`config.mk`:
```
export PLATFORM = sky130hd
export DESIGN_NAME = cmts_transfer_select
export DESIGN_NICKNAME = d
export VERILOG_FILES = /design/src/cmts_pkg.sv /design/src/cmts_transfer_select.sv
export SDC_FILE = /design/constraint.sdc
export NUM_CORES = 1
export LEC_CHECK = 0
export ABC_AREA = 1
export BUFFER_PORTS_ARGS = -buffer_cell sky130_fd_sc_hd__buf_4
export CAP_MARGIN = 20
export CELL_PAD_IN_SITES_DETAIL_PLACEMENT = 0
export CELL_PAD_IN_SITES_GLOBAL_PLACEMENT = 2
export CORE_UTILIZATION = 30
export CTS_BUF_LIST = sky130_fd_sc_hd__clkbuf_2
export CTS_CLUSTER_DIAMETER = 150
export DETAILED_ROUTE_END_ITERATION = 16
export PLACE_DENSITY = 0.8
export SLEW_MARGIN = 0
export SYNTH_ARGS = -nofsm -noshare
export SYNTH_HDL_FRONTEND = slang
export SYNTH_SLANG_ARGS = --single-unit
```
`constraint.sdc`:
```
create_clock -name clock -period 21.8 [get_ports clock]
set_clock_uncertainty 0.1 [all_clocks]
set_input_delay 1.09 -clock clock [delete_from_list [all_inputs] [get_ports clock]]
set_output_delay 1.09 -clock clock [all_outputs]
set_load 0.01 [all_outputs]
```
`src/cmts_pkg.sv`:
```
// shared constants and carrier types for the transfer select block
package cmts_pkg;

  // ==========================================================
  // command mask bit positions
  localparam int MASK_WIDTH    = 6;
  localparam int ARB_BIT       = 5;
  localparam int CONTROL_BIT   = 4;
  localparam int CLEAR_BIT     = 3;
  localparam int REQ_FRESH_BIT = 2;
  localparam int LOW_BYTES_BIT = 1;
  localparam int HIGH_BYTES_BIT = 0;

  // ==========================================================
  // field widths and reset values
  localparam int ID_WIDTH      = 29;
  localparam int DLC_WIDTH     = 4;
  localparam int WORD_WIDTH    = 32;
  localparam int OBJ_ADDR_WIDTH = 5;
  localparam logic [MASK_WIDTH-1:0] MASK_RESET = 6'h00;

  typedef struct packed {
    logic                 transmitRequest;
    logic                 irqPending;
    logic                 freshData;
    logic [DLC_WIDTH-1:0] dataLength;
  } cmts_ctrl_type;

  typedef struct packed {
    logic [ID_WIDTH-1:0] id;
    logic                dir;
    logic                xtd;
    logic                objectValid;
  } cmts_arb_type;

  typedef struct packed {
    cmts_arb_type          arb;
    cmts_ctrl_type         ctrl;
    logic [WORD_WIDTH-1:0] lowLo;
    logic [WORD_WIDTH-1:0] lowHi;
    logic [WORD_WIDTH-1:0] highLo;
    logic [WORD_WIDTH-1:0] highHi;
  } cmts_obj_type;

  localparam cmts_obj_type OBJ_RESET = '0;

  typedef enum logic [2:0] {
    ST_IDLE,
    ST_RD_REQ,
    ST_RD_DATA,
    ST_MERGE,
    ST_WR_REQ
  } cmts_state_type;

endpackage : cmts_pkg

```
`src/cmts_transfer_select.sv`:
```
// message interface transfer select: buffer registers and object access
// Overview of operation
// read with arb select loads arbitration buffer
// write with control select stores buffered control
// read with control select loads control buffer
// read with clear select clears pending flag
// clear select has no effect on writes
// write with bit two sets transmit request
// set request overrides buffered transmit request bit
// read with bit two clears fresh data
// buffered control shows values before clearing
// write with low select stores bytes 0-7
// read with low select loads bytes 0-7
// high select moves bytes 8-15 by direction
// whole transfer is one object read-modify-write
`timescale 1ns/1ps
module cmts_transfer_select #(
  parameter int ObjAddrWidth = cmts_pkg::OBJ_ADDR_WIDTH
) (
  input  wire logic                           clock,
  input  wire logic                           rst,
  input  wire logic                           startTransfer,
  input  wire logic                           writeNotRead,
  input  wire logic [cmts_pkg::MASK_WIDTH-1:0] cmdMask,
  input  wire logic [ObjAddrWidth-1:0]        objectNumber,
  input  wire logic                           bufLoad,
  input  wire cmts_pkg::cmts_obj_type         bufLoadData,
  input  wire cmts_pkg::cmts_obj_type         ramRdata,
  output logic                                ramReq,
  output logic                                ramWrite,
  output logic [ObjAddrWidth-1:0]             ramAddr,
  output cmts_pkg::cmts_obj_type              ramWdata,
  output cmts_pkg::cmts_obj_type              bufData,
  output logic                                busy,
  output logic                                done
);

  // ==========================================================
  // parameter check
  initial begin
    if (ObjAddrWidth < 1 || ObjAddrWidth > 16) begin
      $error("object address width out of range");
    end
  end

  function automatic logic maskSel(
    input logic [cmts_pkg::MASK_WIDTH-1:0] m,
    input int                              pos
  );
    maskSel = m[pos];
  endfunction : maskSel

  // ==========================================================
  // state
  cmts_pkg::cmts_state_type          state_reg;
  cmts_pkg::cmts_state_type          state_next;
  logic [cmts_pkg::MASK_WIDTH-1:0]   mask_reg;
  logic                              wr_reg;
  cmts_pkg::cmts_obj_type            obj_reg;
  cmts_pkg::cmts_obj_type            buf_reg;
  cmts_pkg::cmts_obj_type            buf_next;
  cmts_pkg::cmts_obj_type            merged;
  cmts_pkg::cmts_ctrl_type           ctrlWr;
  cmts_pkg::cmts_ctrl_type           ctrlRd;
  logic                              ramReq_reg;
  logic                              ramWrite_reg;
  logic [ObjAddrWidth-1:0]           ramAddr_reg;
  cmts_pkg::cmts_obj_type            ramWdata_reg;
  logic                              busy_reg;
  logic                              done_reg;

  // ==========================================================
  // decoded selects
  wire logic selArb   = maskSel(mask_reg, cmts_pkg::ARB_BIT);
  wire logic selCtrl  = maskSel(mask_reg, cmts_pkg::CONTROL_BIT);
  wire logic selClr   = maskSel(mask_reg, cmts_pkg::CLEAR_BIT);
  wire logic selReq   = maskSel(mask_reg, cmts_pkg::REQ_FRESH_BIT);
  wire logic selLow   = maskSel(mask_reg, cmts_pkg::LOW_BYTES_BIT);
  wire logic selHigh  = maskSel(mask_reg, cmts_pkg::HIGH_BYTES_BIT);
  wire logic inIdle   = (state_reg == cmts_pkg::ST_IDLE);
  wire logic inMerge  = (state_reg == cmts_pkg::ST_MERGE);
  wire logic accept   = inIdle && startTransfer;
  // software may not reload buffers while an object access is in flight
  wire logic loadOk   = inIdle && bufLoad && !startTransfer;
  wire logic rdXfer   = inMerge && !wr_reg;
  wire logic wrXfer   = inMerge && wr_reg;

  // ==========================================================
  // control merge
  always_comb begin
    ctrlWr = obj_reg.ctrl;
    if (selCtrl) begin
      ctrlWr = buf_reg.ctrl;
    end
    if (selReq) begin
      ctrlWr.transmitRequest = 1'b1;
    end
    // clear select deliberately not consulted here
  end

  always_comb begin
    ctrlRd = obj_reg.ctrl;
    if (selClr) begin
      ctrlRd.irqPending = 1'b0;
    end
    if (selReq) begin
      ctrlRd.freshData = 1'b0;
    end
  end

  // ==========================================================
  // object image written back
  always_comb begin
    merged = obj_reg;
    if (wr_reg) begin
      merged.ctrl = ctrlWr;
      if (selArb) begin
        merged.arb = buf_reg.arb;
      end
      if (selLow) begin
        merged.lowLo = buf_reg.lowLo;
        merged.lowHi = buf_reg.lowHi;
      end
      if (selHigh) begin
        merged.highLo = buf_reg.highLo;
        merged.highHi = buf_reg.highHi;
      end
    end else begin
      merged.ctrl = ctrlRd;
    end
  end

  // ==========================================================
  // buffer next value
  always_comb begin
    buf_next = buf_reg;
    if (loadOk) begin
      buf_next = bufLoadData;
    end else if (rdXfer) begin
      if (selArb) begin
        buf_next.arb = obj_reg.arb;
      end
      if (selCtrl) begin
        // pre-clear image, not the cleared one
        buf_next.ctrl = obj_reg.ctrl;
      end
      if (selLow) begin
        buf_next.lowLo = obj_reg.lowLo;
        buf_next.lowHi = obj_reg.lowHi;
      end
      if (selHigh) begin
        buf_next.highLo = obj_reg.highLo;
        buf_next.highHi = obj_reg.highHi;
      end
    end
  end

  // ==========================================================
  // sequencer: read, capture, merge, write back
  always_comb begin
    state_next = state_reg;
    unique case (state_reg)
      cmts_pkg::ST_IDLE: begin
        if (startTransfer) begin
          state_next = cmts_pkg::ST_RD_REQ;
        end
      end
      cmts_pkg::ST_RD_REQ:  state_next = cmts_pkg::ST_RD_DATA;
      cmts_pkg::ST_RD_DATA: state_next = cmts_pkg::ST_MERGE;
      cmts_pkg::ST_MERGE:   state_next = cmts_pkg::ST_WR_REQ;
      cmts_pkg::ST_WR_REQ:  state_next = cmts_pkg::ST_IDLE;
    endcase
  end

  always_ff @(posedge clock or posedge rst) begin
    if (rst) begin
      state_reg <= cmts_pkg::ST_IDLE;
      mask_reg  <= cmts_pkg::MASK_RESET;
      wr_reg    <= 1'b0;
      buf_reg   <= cmts_pkg::OBJ_RESET;
    end else begin
      state_reg <= state_next;
      buf_reg   <= buf_next;
      if (accept) begin
        mask_reg <= cmdMask;
        wr_reg   <= writeNotRead;
      end
    end
  end

  always_ff @(posedge clock or posedge rst) begin
    if (rst) begin
      obj_reg <= cmts_pkg::OBJ_RESET;
    end else if (state_reg == cmts_pkg::ST_RD_DATA) begin
      obj_reg <= ramRdata;
    end
  end

  // ==========================================================
  // message ram port, all registered
  always_ff @(posedge clock or posedge rst) begin
    if (rst) begin
      ramReq_reg   <= 1'b0;
      ramWrite_reg <= 1'b0;
      ramAddr_reg  <= '0;
      ramWdata_reg <= cmts_pkg::OBJ_RESET;
      busy_reg     <= 1'b0;
      done_reg     <= 1'b0;
    end else begin
      ramReq_reg   <= accept || inMerge;
      ramWrite_reg <= inMerge;
      done_reg     <= (state_reg == cmts_pkg::ST_WR_REQ);
      busy_reg     <= (state_next != cmts_pkg::ST_IDLE);
      if (accept) begin
        ramAddr_reg <= objectNumber;
      end
      if (inMerge) begin
        ramWdata_reg <= merged;
      end
    end
  end

  assign ramReq   = ramReq_reg;
  assign ramWrite = ramWrite_reg;
  assign ramAddr  = ramAddr_reg;
  assign ramWdata = ramWdata_reg;
  assign bufData  = buf_reg;
  assign busy     = busy_reg;
  assign done     = done_reg;
endmodule : cmts_transfer_select

```
==> key figures, run 1 <==
Critical path
  – Depth of the worst register-to-register path: 8
  – Required time of the critical path: 22.87 ns
  – Chain of cells forming the critical path: nor2_4, buf_4, buf_4, buf_4, nand4_1, nand2_1, nand2_1, nand2_1
  – Crit path max fanout: 70
  – Start-to-end type of the worst setup path: flip-flop to flip-flop
  – Startpoint kind of the worst setup timing path: flip-flop
  – Crit-path max cell delay: 0.89 ns
  – Type of destination of the critical path: flip-flop
  – Slowest stage cell, crit path: buf_4
  – Crit path arrival time: 4.79 ns

Detailed routing
  – Vias after detailed routing: 24,800
  – Drt total wl: approximately 100,000 microns
  – # DRC: 0
  – Avg WL per Cell: 19.7 microns
  – Antenna Nets Post-Route: 0
  – DRT iter0 DRCs: 1,600
  – Length of the first detailed-routing pass in iterations: 7
  – Number of vias per cell after detailed routing: between 4 and 5

Logic synthesis
  – Yosys top cell by area: dfrtp_1
  – Cell with the most instances after synthesis: nand2_1
  – Top cells by area in the synthesized netlist: dfrtp_1 (54%), nand2_1 (16%), a21oi_1 (6.9%)
  – Cells after Synth: 3,007
  – Area fraction of the dominant cell type after synthesis: 54.4%
  – Number of enable flip-flop cells after synthesis: 0
  – Yosys warnings: 0
  – Leading post-synthesis cells by instance count: nand2_1 (994), dfrtp_1 (520), a21oi_1 (332)
  – Count of state elements after synthesis: 520
  – Proportion of register bits with asynchronous set or reset after synthesis: 100%
  – Number of distinct library cell variants in the gate-level netlist after synthesis: 21
  – Average size of a mapped cell: 7.96 sq um
  – Sequential area share after synthesis: between 50% and 60%
  – Post-synth top flop: dfrtp_1
  – Syn nets: 3,357
  – Syn Std Cell Area: 0.0239 sq mm

Timing
  – Max-slew violation count: 0
  – Relative slew margins: 21.9%
  – Transition time at the pin with the least slew margin: 1.17 ns
  – Post-route clock period utilization: 17.1%
  – Maximum clock frequency: 269 MHz
  – Count of endpoints failing setup in the final report: 0
  – RSZ-0062 raised after global routing: no
  – Shortest clock period the worst path allows after layout: 3.72 ns
  – Setup tns final: 0 ns
  – Total count of hold-check failures in the final report: 0

Final layout
  – Fill cell total of the finished layout: 8,165
  – Nets: 4,342
  – Area occupied by multi-input gates: 0.00919 sq mm
  – Fraction of layout instances using a drive strength above 1: 24.1%
  – Growth of design area from synthesis to finish: 44.7%
  – Register cell area after layout: 0.0130 sq mm

Clock network
  – CTS root buffer: clkbuf_2
  – Sink Count: 520
  – CTS buffer count: 152
  – CTS max path bufs: 3
  – CTS tree: built
  – Worst skew pair latency: 1.28 ns
  – Clock slew seen by the registers of the worst setup and hold paths: about 0.11 ns
  – # H-tree levels: 4
  – Gates resized, CTS repair: 0

Global route
  – Pin count of the biggest net entering global routing: between 150 and 200
  – Via count of the first global-routing pass: 25,200
  – Leftover overflow at the end of global routing: 0
  – Total Routing Usage GR: 24.8%
  – Global-route wire length before repair: about 160,000 microns
  – Antenna violations before repair: 12

Worst hold path
  – Worst min-delay path class: input pin to flip-flop
  – Cell depth of the worst min-delay path: 5

Power
  – Maximum ir drop on the vdd rail: 0.0865 mV
  – Overall power consumption: 4.85 mW
  – Lkg Pwr: 18.5 nW
  – Total power density per cell area: 140 mW/mm^2

Floorplan
  – Starting density of the core: between 30 and 40%
  – Width of the die: 284 microns
  – Floorplan core area: 0.0790 sq mm
  – Area enclosed by the die boundary: 0.0809 sq mm
  – Number of placed I/O pins: roughly 690
  – Height of the die: between 200 and 300 microns
  – Row Count: 103

Job
  – Max-cap viol count: 0

Place
  – PortBufs: 692
  – Hpwl dp: 63,100 microns
  – Global placement routability congestion: 0.820

Outcome
  – Run status: completed
==> path summary, 6_finish.rpt <==
path	start	endpoint	slack [ns]
min in group asynchronous	rst	obj_reg[55]	0.42
max in group asynchronous	rst	ramWdata[10]	18.11
max reg2reg	state_reg[1]	bufData[128]	18.08
max	state_reg[1]	bufData[128]	18.08
min reg2reg	bufData[78]	ramWdata[78]	0.33
min	bufLoadData[128]	bufData[128]	0.18
==> per-stage QoR <==
stage                     instance area [sq um]  worst slack, ns  hold WS [ns]  instances  utilization, %
after floorplan                           23900             6.08         0.368       3007               -
after global placement                    29700            17.24         0.364       4542            37.6
after detailed placement                  29700            17.23         0.366       4543            37.6
after CTS                                 34600            17.97      0.000445       5152            43.8
after global routing                      34600            17.72        0.0131       5164            43.8
final                                     34600            18.08         0.181       5167            43.8
==> layout by cell type, fill, tap and decap left out, drive strengths merged, types with 168 or more instances in the layout <==
cell type      n
a21oi        332
nand2        996
buf          727
nor2         171
o21ai        181
nand4        168
inv          188
dfrtp        520
nand3        211
clkbuf       230
dlygate4sd3  344
==> critical path: cells and delay by family, from the launching register on <==
kind          cells  cell delay [ns]
buf+inv           3             2.18
simple gates      5             0.77
flops             1             0.51
==> cells by family after synthesis <==
group / share of synthesized area (%)
and+or+nand+nor: 27.2
DFF: 54.4
AOI/OAI and AO/OA: 10.8
buffers and inverters: 7.58
==> metal layers <==
layer  GRT usage [%]  share of wire [%]  wire length [microns]  up-vias
li1                -                  -                      -    11900
met1            31.8                 43                  43400    11900
met2            40.4                 48                  48900      801
met3            5.64                6.1                   6210      182
met4            9.84                3.3                   3390        2
met5               0             0.0098                     10        -
==> where the power goes <==
part | switching [mW] | leakage (nW) | total [mW] | internal (mW)
Sequential | 0.345 | 6.22 | 1.78 | 1.44
Combinational | 1.40 | 11.2 | 2.29 | 0.888
Clock | 0.458 | 1.06 | 0.775 | 0.317
==> repair_timing <==
item                                   in CTS  in global routing
endpoints found under the hold margin     459                  0
hold buffers                              344                  0
buffers inserted                            0                  0
==> area by class of cell <==
class | instances | share of cell area [%]
timing repair buffer | 1071 | 25.9
tap | 1050 | 3.79
clock buffer | 230 | 3.32
inverter | 185 | 2.04
sequential | 520 | 37.6
multi-input combinational | 2062 | 26.5
antenna | 14 | 0.101
clock inverter | 35 | 0.730
Note: power is estimated with default switching activity, not from simulation.
==> run 2: changes to the inputs <==
==> constraint.sdc (replaced) <==
create_clock -name clock -period 3.7 [get_ports clock]
set_clock_uncertainty 0.1 [all_clocks]
set_input_delay 0.185 -clock clock [delete_from_list [all_inputs] [get_ports clock]]
set_output_delay 0.185 -clock clock [all_outputs]
set_load 0.01 [all_outputs]
==> run 2 against run 1 <==
The flow now stops in 4_1_cts; synthesized cell count did not move; synthesized area is the same.
==> key figures, run 2 <==
Outcome
  – Run status: stopped before the end (was completed)
  – Stopped at: 4_1_cts
  – Tool error: [ERROR RSZ-0060] Max buffer count reached.

Floorplan
  – Width of the die: 284 microns (unchanged)
  – Row Count: 103 (unchanged)
  – Number of placed I/O pins: 693 (unchanged)
  – Starting density of the core: 30.3% (unchanged)
  – Height of the die: 284 microns (unchanged)

Logic synthesis
  – Yosys top cell by area: dfrtp_1 (unchanged)
  – Count of state elements after synthesis: 520 (unchanged)
  – Yosys warnings: 0 (unchanged)
  – Area fraction of the dominant cell type after synthesis: 54.4% (unchanged)
  – Sequential area share after synthesis: 54.4% (unchanged)
  – Number of enable flip-flop cells after synthesis: 0 (unchanged)
  – Cell with the most instances after synthesis: nand2_1 (unchanged)
  – Syn Std Cell Area: 0.0239 sq mm (unchanged)
  – Average size of a mapped cell: 7.96 sq um (unchanged)
  – Number of distinct library cell variants in the gate-level netlist after synthesis: 21 (unchanged)
  – Cells after Synth: 3,007 (unchanged)
  – Top cells by area in the synthesized netlist: dfrtp_1 (54%), nand2_1 (16%), a21oi_1 (6.9%) (unchanged)
  – Proportion of register bits with asynchronous set or reset after synthesis: 100% (unchanged)
  – Syn nets: 3,357 (unchanged)
  – Leading post-synthesis cells by instance count: nand2_1 (994), dfrtp_1 (520), a21oi_1 (332) (unchanged)
  – Post-synth top flop: dfrtp_1 (unchanged)

Place
  – Hpwl dp: 64,400 microns (was 63,100 microns)
  – Placed cell areas: 0.0301 sq mm (was 0.0297 sq mm)
  – PortBufs: 692 (unchanged)
  – Global placement routability congestion: 0.810 (was 0.820)

Clock network
  – Setup Fix Bufs, Post-CTS: 0 (unchanged)
  – Sink Count: 520 (unchanged)
  – Gates resized, CTS repair: 0 (unchanged)
  – Number of buffers added to fix hold violations after cts: 967 (was 344)
  – CTS buffer count: 153 (was 152)
  – # H-tree levels: 4 (unchanged)
  – CTS root buffer: clkbuf_2 (unchanged)
  – CTS max path bufs: 3 (unchanged)
-- run 2: cell counts after synthesis --
Identical to the previous run, type by type.
-- run 2: cell families after synthesis --
kind of cell / synth area share [%]
buffers and inverters: 7.58
flip-flops: 54.4
AND/OR/NAND/NOR: 27.2
AO/OA/AOI/OAI: 10.8
-- run 2: stage by stage --
stage	instances	util [%]	TNS (ns)	worst slack, ns
3_3_place_gp	4563	38.1	0	1.26
2_1_floorplan	3007	-	-1897.60	-3.65
3_5_place_dp	4563	38.1	0	1.21
==> run 3: changes to the inputs <==
--- a/config.mk
+++ b/config.mk
@@ -8,13 +8,9 @@
 export ABC_AREA = 1
 export BUFFER_PORTS_ARGS = -buffer_cell sky130_fd_sc_hd__buf_4
 export CAP_MARGIN = 20
-export CELL_PAD_IN_SITES_DETAIL_PLACEMENT = 0
-export CELL_PAD_IN_SITES_GLOBAL_PLACEMENT = 2
-export CORE_UTILIZATION = 30
-export CTS_BUF_LIST = sky130_fd_sc_hd__clkbuf_2
-export CTS_CLUSTER_DIAMETER = 150
+export CORE_UTILIZATION = 20
 export DETAILED_ROUTE_END_ITERATION = 16
-export PLACE_DENSITY = 0.8
+export PLACE_DENSITY_LB_ADDON = 0.15
 export SLEW_MARGIN = 0
 export SYNTH_ARGS = -nofsm -noshare
 export SYNTH_HDL_FRONTEND = slang
==> run 3 against run 2 <==
The run now ends clean.
==> key figures, run 3 (synthesized netlist as in run 1, its figures left out) <==
Timing
  – Relative slew margins: 22.8%
  – Transition time at the pin with the least slew margin: 1.16 ns
  – Count of endpoints failing setup in the final report: 0
  – Maximum clock frequency: around 370 MHz
  – Total count of hold-check failures in the final report: 0
  – Worst hold margin: 0.145 ns
  – Shortest clock period the worst path allows after layout: 2.72 ns
  – Setup tns final: 0 ns
  – Post-route clock period utilization: 73.6%
  – Setup WS post-layout: between 0.9 and 1 ns
  – RSZ-0062 raised after global routing: no
  – Max-slew violation count: 0

Critical path
  – Crit-path max cell delay: 0.54 ns
  – Startpoint kind of the worst setup timing path: flip-flop
  – Crit path max fanout: 41
  – Crit path arrival time: 3.18 ns
  – Reg-to-reg critical path startpoint: state_reg[1]
  – Slowest stage cell, crit path: buf_4
  – Depth of the worst register-to-register path: 9
  – Required time of the critical path: 4.15 ns
  – Reg2reg end: bufData[143]
  – Type of destination of the critical path: flip-flop
  – Critical path origin: state_reg[1]
  – Chain of cells forming the critical path: nand2_1, nor2_4, buf_4, nand3_1, buf_4, nand2_1, buf_4, nand2_1, nand2_1
  – Register-to-register setup slack: between 0.9 and 1 ns
  – Dominant cell type by count on the critical path: nand2_1
  – Start-to-end type of the worst setup path: flip-flop to flip-flop
  – Capture point of the worst path: bufData[143]

Floorplan
  – Floorplan core area: between 0.1 and 0.15 sq mm
  – Height of the die: 348 microns (was 284 microns)
  – Number of placed I/O pins: 693 (unchanged)
  – Row Count: 126 (was 103)
  – Width of the die: 348 microns (was 284 microns)
  – Area enclosed by the die boundary: 0.121 sq mm
  – Starting density of the core: 20.2% (was 30.3%)

Final layout
  – Nets: approximately 4,300
  – Growth of design area from synthesis to finish: 52.6%
  – Commonest non-fill, non-tap cell in the layout: nand2_1
  – Fraction of layout instances using a drive strength above 1: 21.7%
  – Commonest non-fill, non-tap cells in the layout: nand2_1 (991), buf_4 (736), dfrtp_1 (518)

Detailed routing
  – Drt total wl: 110,000 microns
  – Length of the first detailed-routing pass in iterations: 5
  – Avg WL per Cell: 19.7 microns
  – Antenna Nets Post-Route: 0
  – # DRC: 0
  – DRT iter0 DRCs: 1,325
  – Number of vias per cell after detailed routing: 4.36
  – Vias after detailed routing: 24,400

Clock network
  – Sink Count: 520 (unchanged)
  – CTS tree: built
  – Clock slew seen by the registers of the worst setup and hold paths: 0.06 ns
  – Number of buffers added to fix hold violations after cts: 348 (was 967)
  – Worst skew pair latency: 0.62 ns
  – CTS root buffer: clkbuf_16 (was clkbuf_2)
  – CTS max path bufs: 3 (unchanged)
  – CTS buffer count: 70 (was 153)
  – Setup Fix Bufs, Post-CTS: 0 (unchanged)
  – # H-tree levels: 3 (was 4)
  – Gates resized, CTS repair: 0 (unchanged)

Global route
  – Global-route wire length before repair: 165,000 microns
  – Leftover overflow at the end of global routing: 0
  – Pin count of the biggest net entering global routing: ~180
  – Via count of the first global-routing pass: 25,100
  – Antenna violations before repair: 7
  – Total Routing Usage GR: 17.8%

Power
  – Total power density per cell area: 852 mW/mm^2
  – Maximum ir drop on the vdd rail: 0.703 mV
  – Lkg Pwr: 18.7 nW

Place
  – PortBufs: 692 (unchanged)
  – Hpwl dp: 72,000 microns (was 64,400 microns)
  – Global placement routability congestion: 0.784 (was 0.810)
  – Pre-CTS setup slack: 0.938 ns (was 1.21 ns)

Worst hold path
  – Worst min-delay path class: input pin to async pin

Job
  – Max-cap viol count: 0

Outcome
  – Run status: completed (was stopped before the end)
run 3: critical path, delay by kind of cell, from the launching register on:
kind / cells / cell delay, ns
DFF: 1 / 0.53
buffers and inverters: 3 / 1.20
and+or+nand+nor: 6 / 0.77
run 3: worst min-delay path by stage:
stage                    to             from  slack [ns]
3_3_place_gp   bufData[139]              rst        0.23
2_1_floorplan    ramAddr[1]  objectNumber[1]        0.23
3_5_place_dp   bufData[141]              rst        0.22
6_report       bufData[141]              rst        0.14
5_1_grt        bufData[141]              rst        0.12
4_1_cts        bufData[141]              rst        0.08
run 3: final cells by class:
class	instances	area, sq um
diodes	5	12.5
clock buffers	109	2030
clock inverters	14	155
fillers	12800	81900
inverters	185	703
multi-input cells	2062	9190
flip-flops and latches	520	13000
well taps	1600	2000
repair buffers	1103	9390
run 3: through the flow:
step / area [sq um] / utilization [%] / std cells / total power [mW]
6_report: 36500 / 30.8 / 5598 / 31.1
5_1_grt: 36500 / 30.8 / 5596 / 33.5
4_1_cts: 36500 / 30.8 / 5593 / 31.7
3_5_place_dp: 30800 / 26.0 / 5122 / 24.4
3_3_place_gp: 30800 / 26.0 / 5122 / 24.4
2_1_floorplan: 23900 / - / 3007 / 17.7
run 3: where the power goes:
group / internal [mW] / switching (mW)
sequential: 8.51 / 2.14
clock: 3.92 / 2.77
combinational: 5.41 / 8.35
run 3: metal layers:
layer  wire, microns  part of all wire (%)  GRT usage, %
met5              13                 0.012             0
met3            6510                   5.9          4.14
met4            2720                   2.5          4.76
met2           52500                    48          29.6
met1           48300                    44          23.0
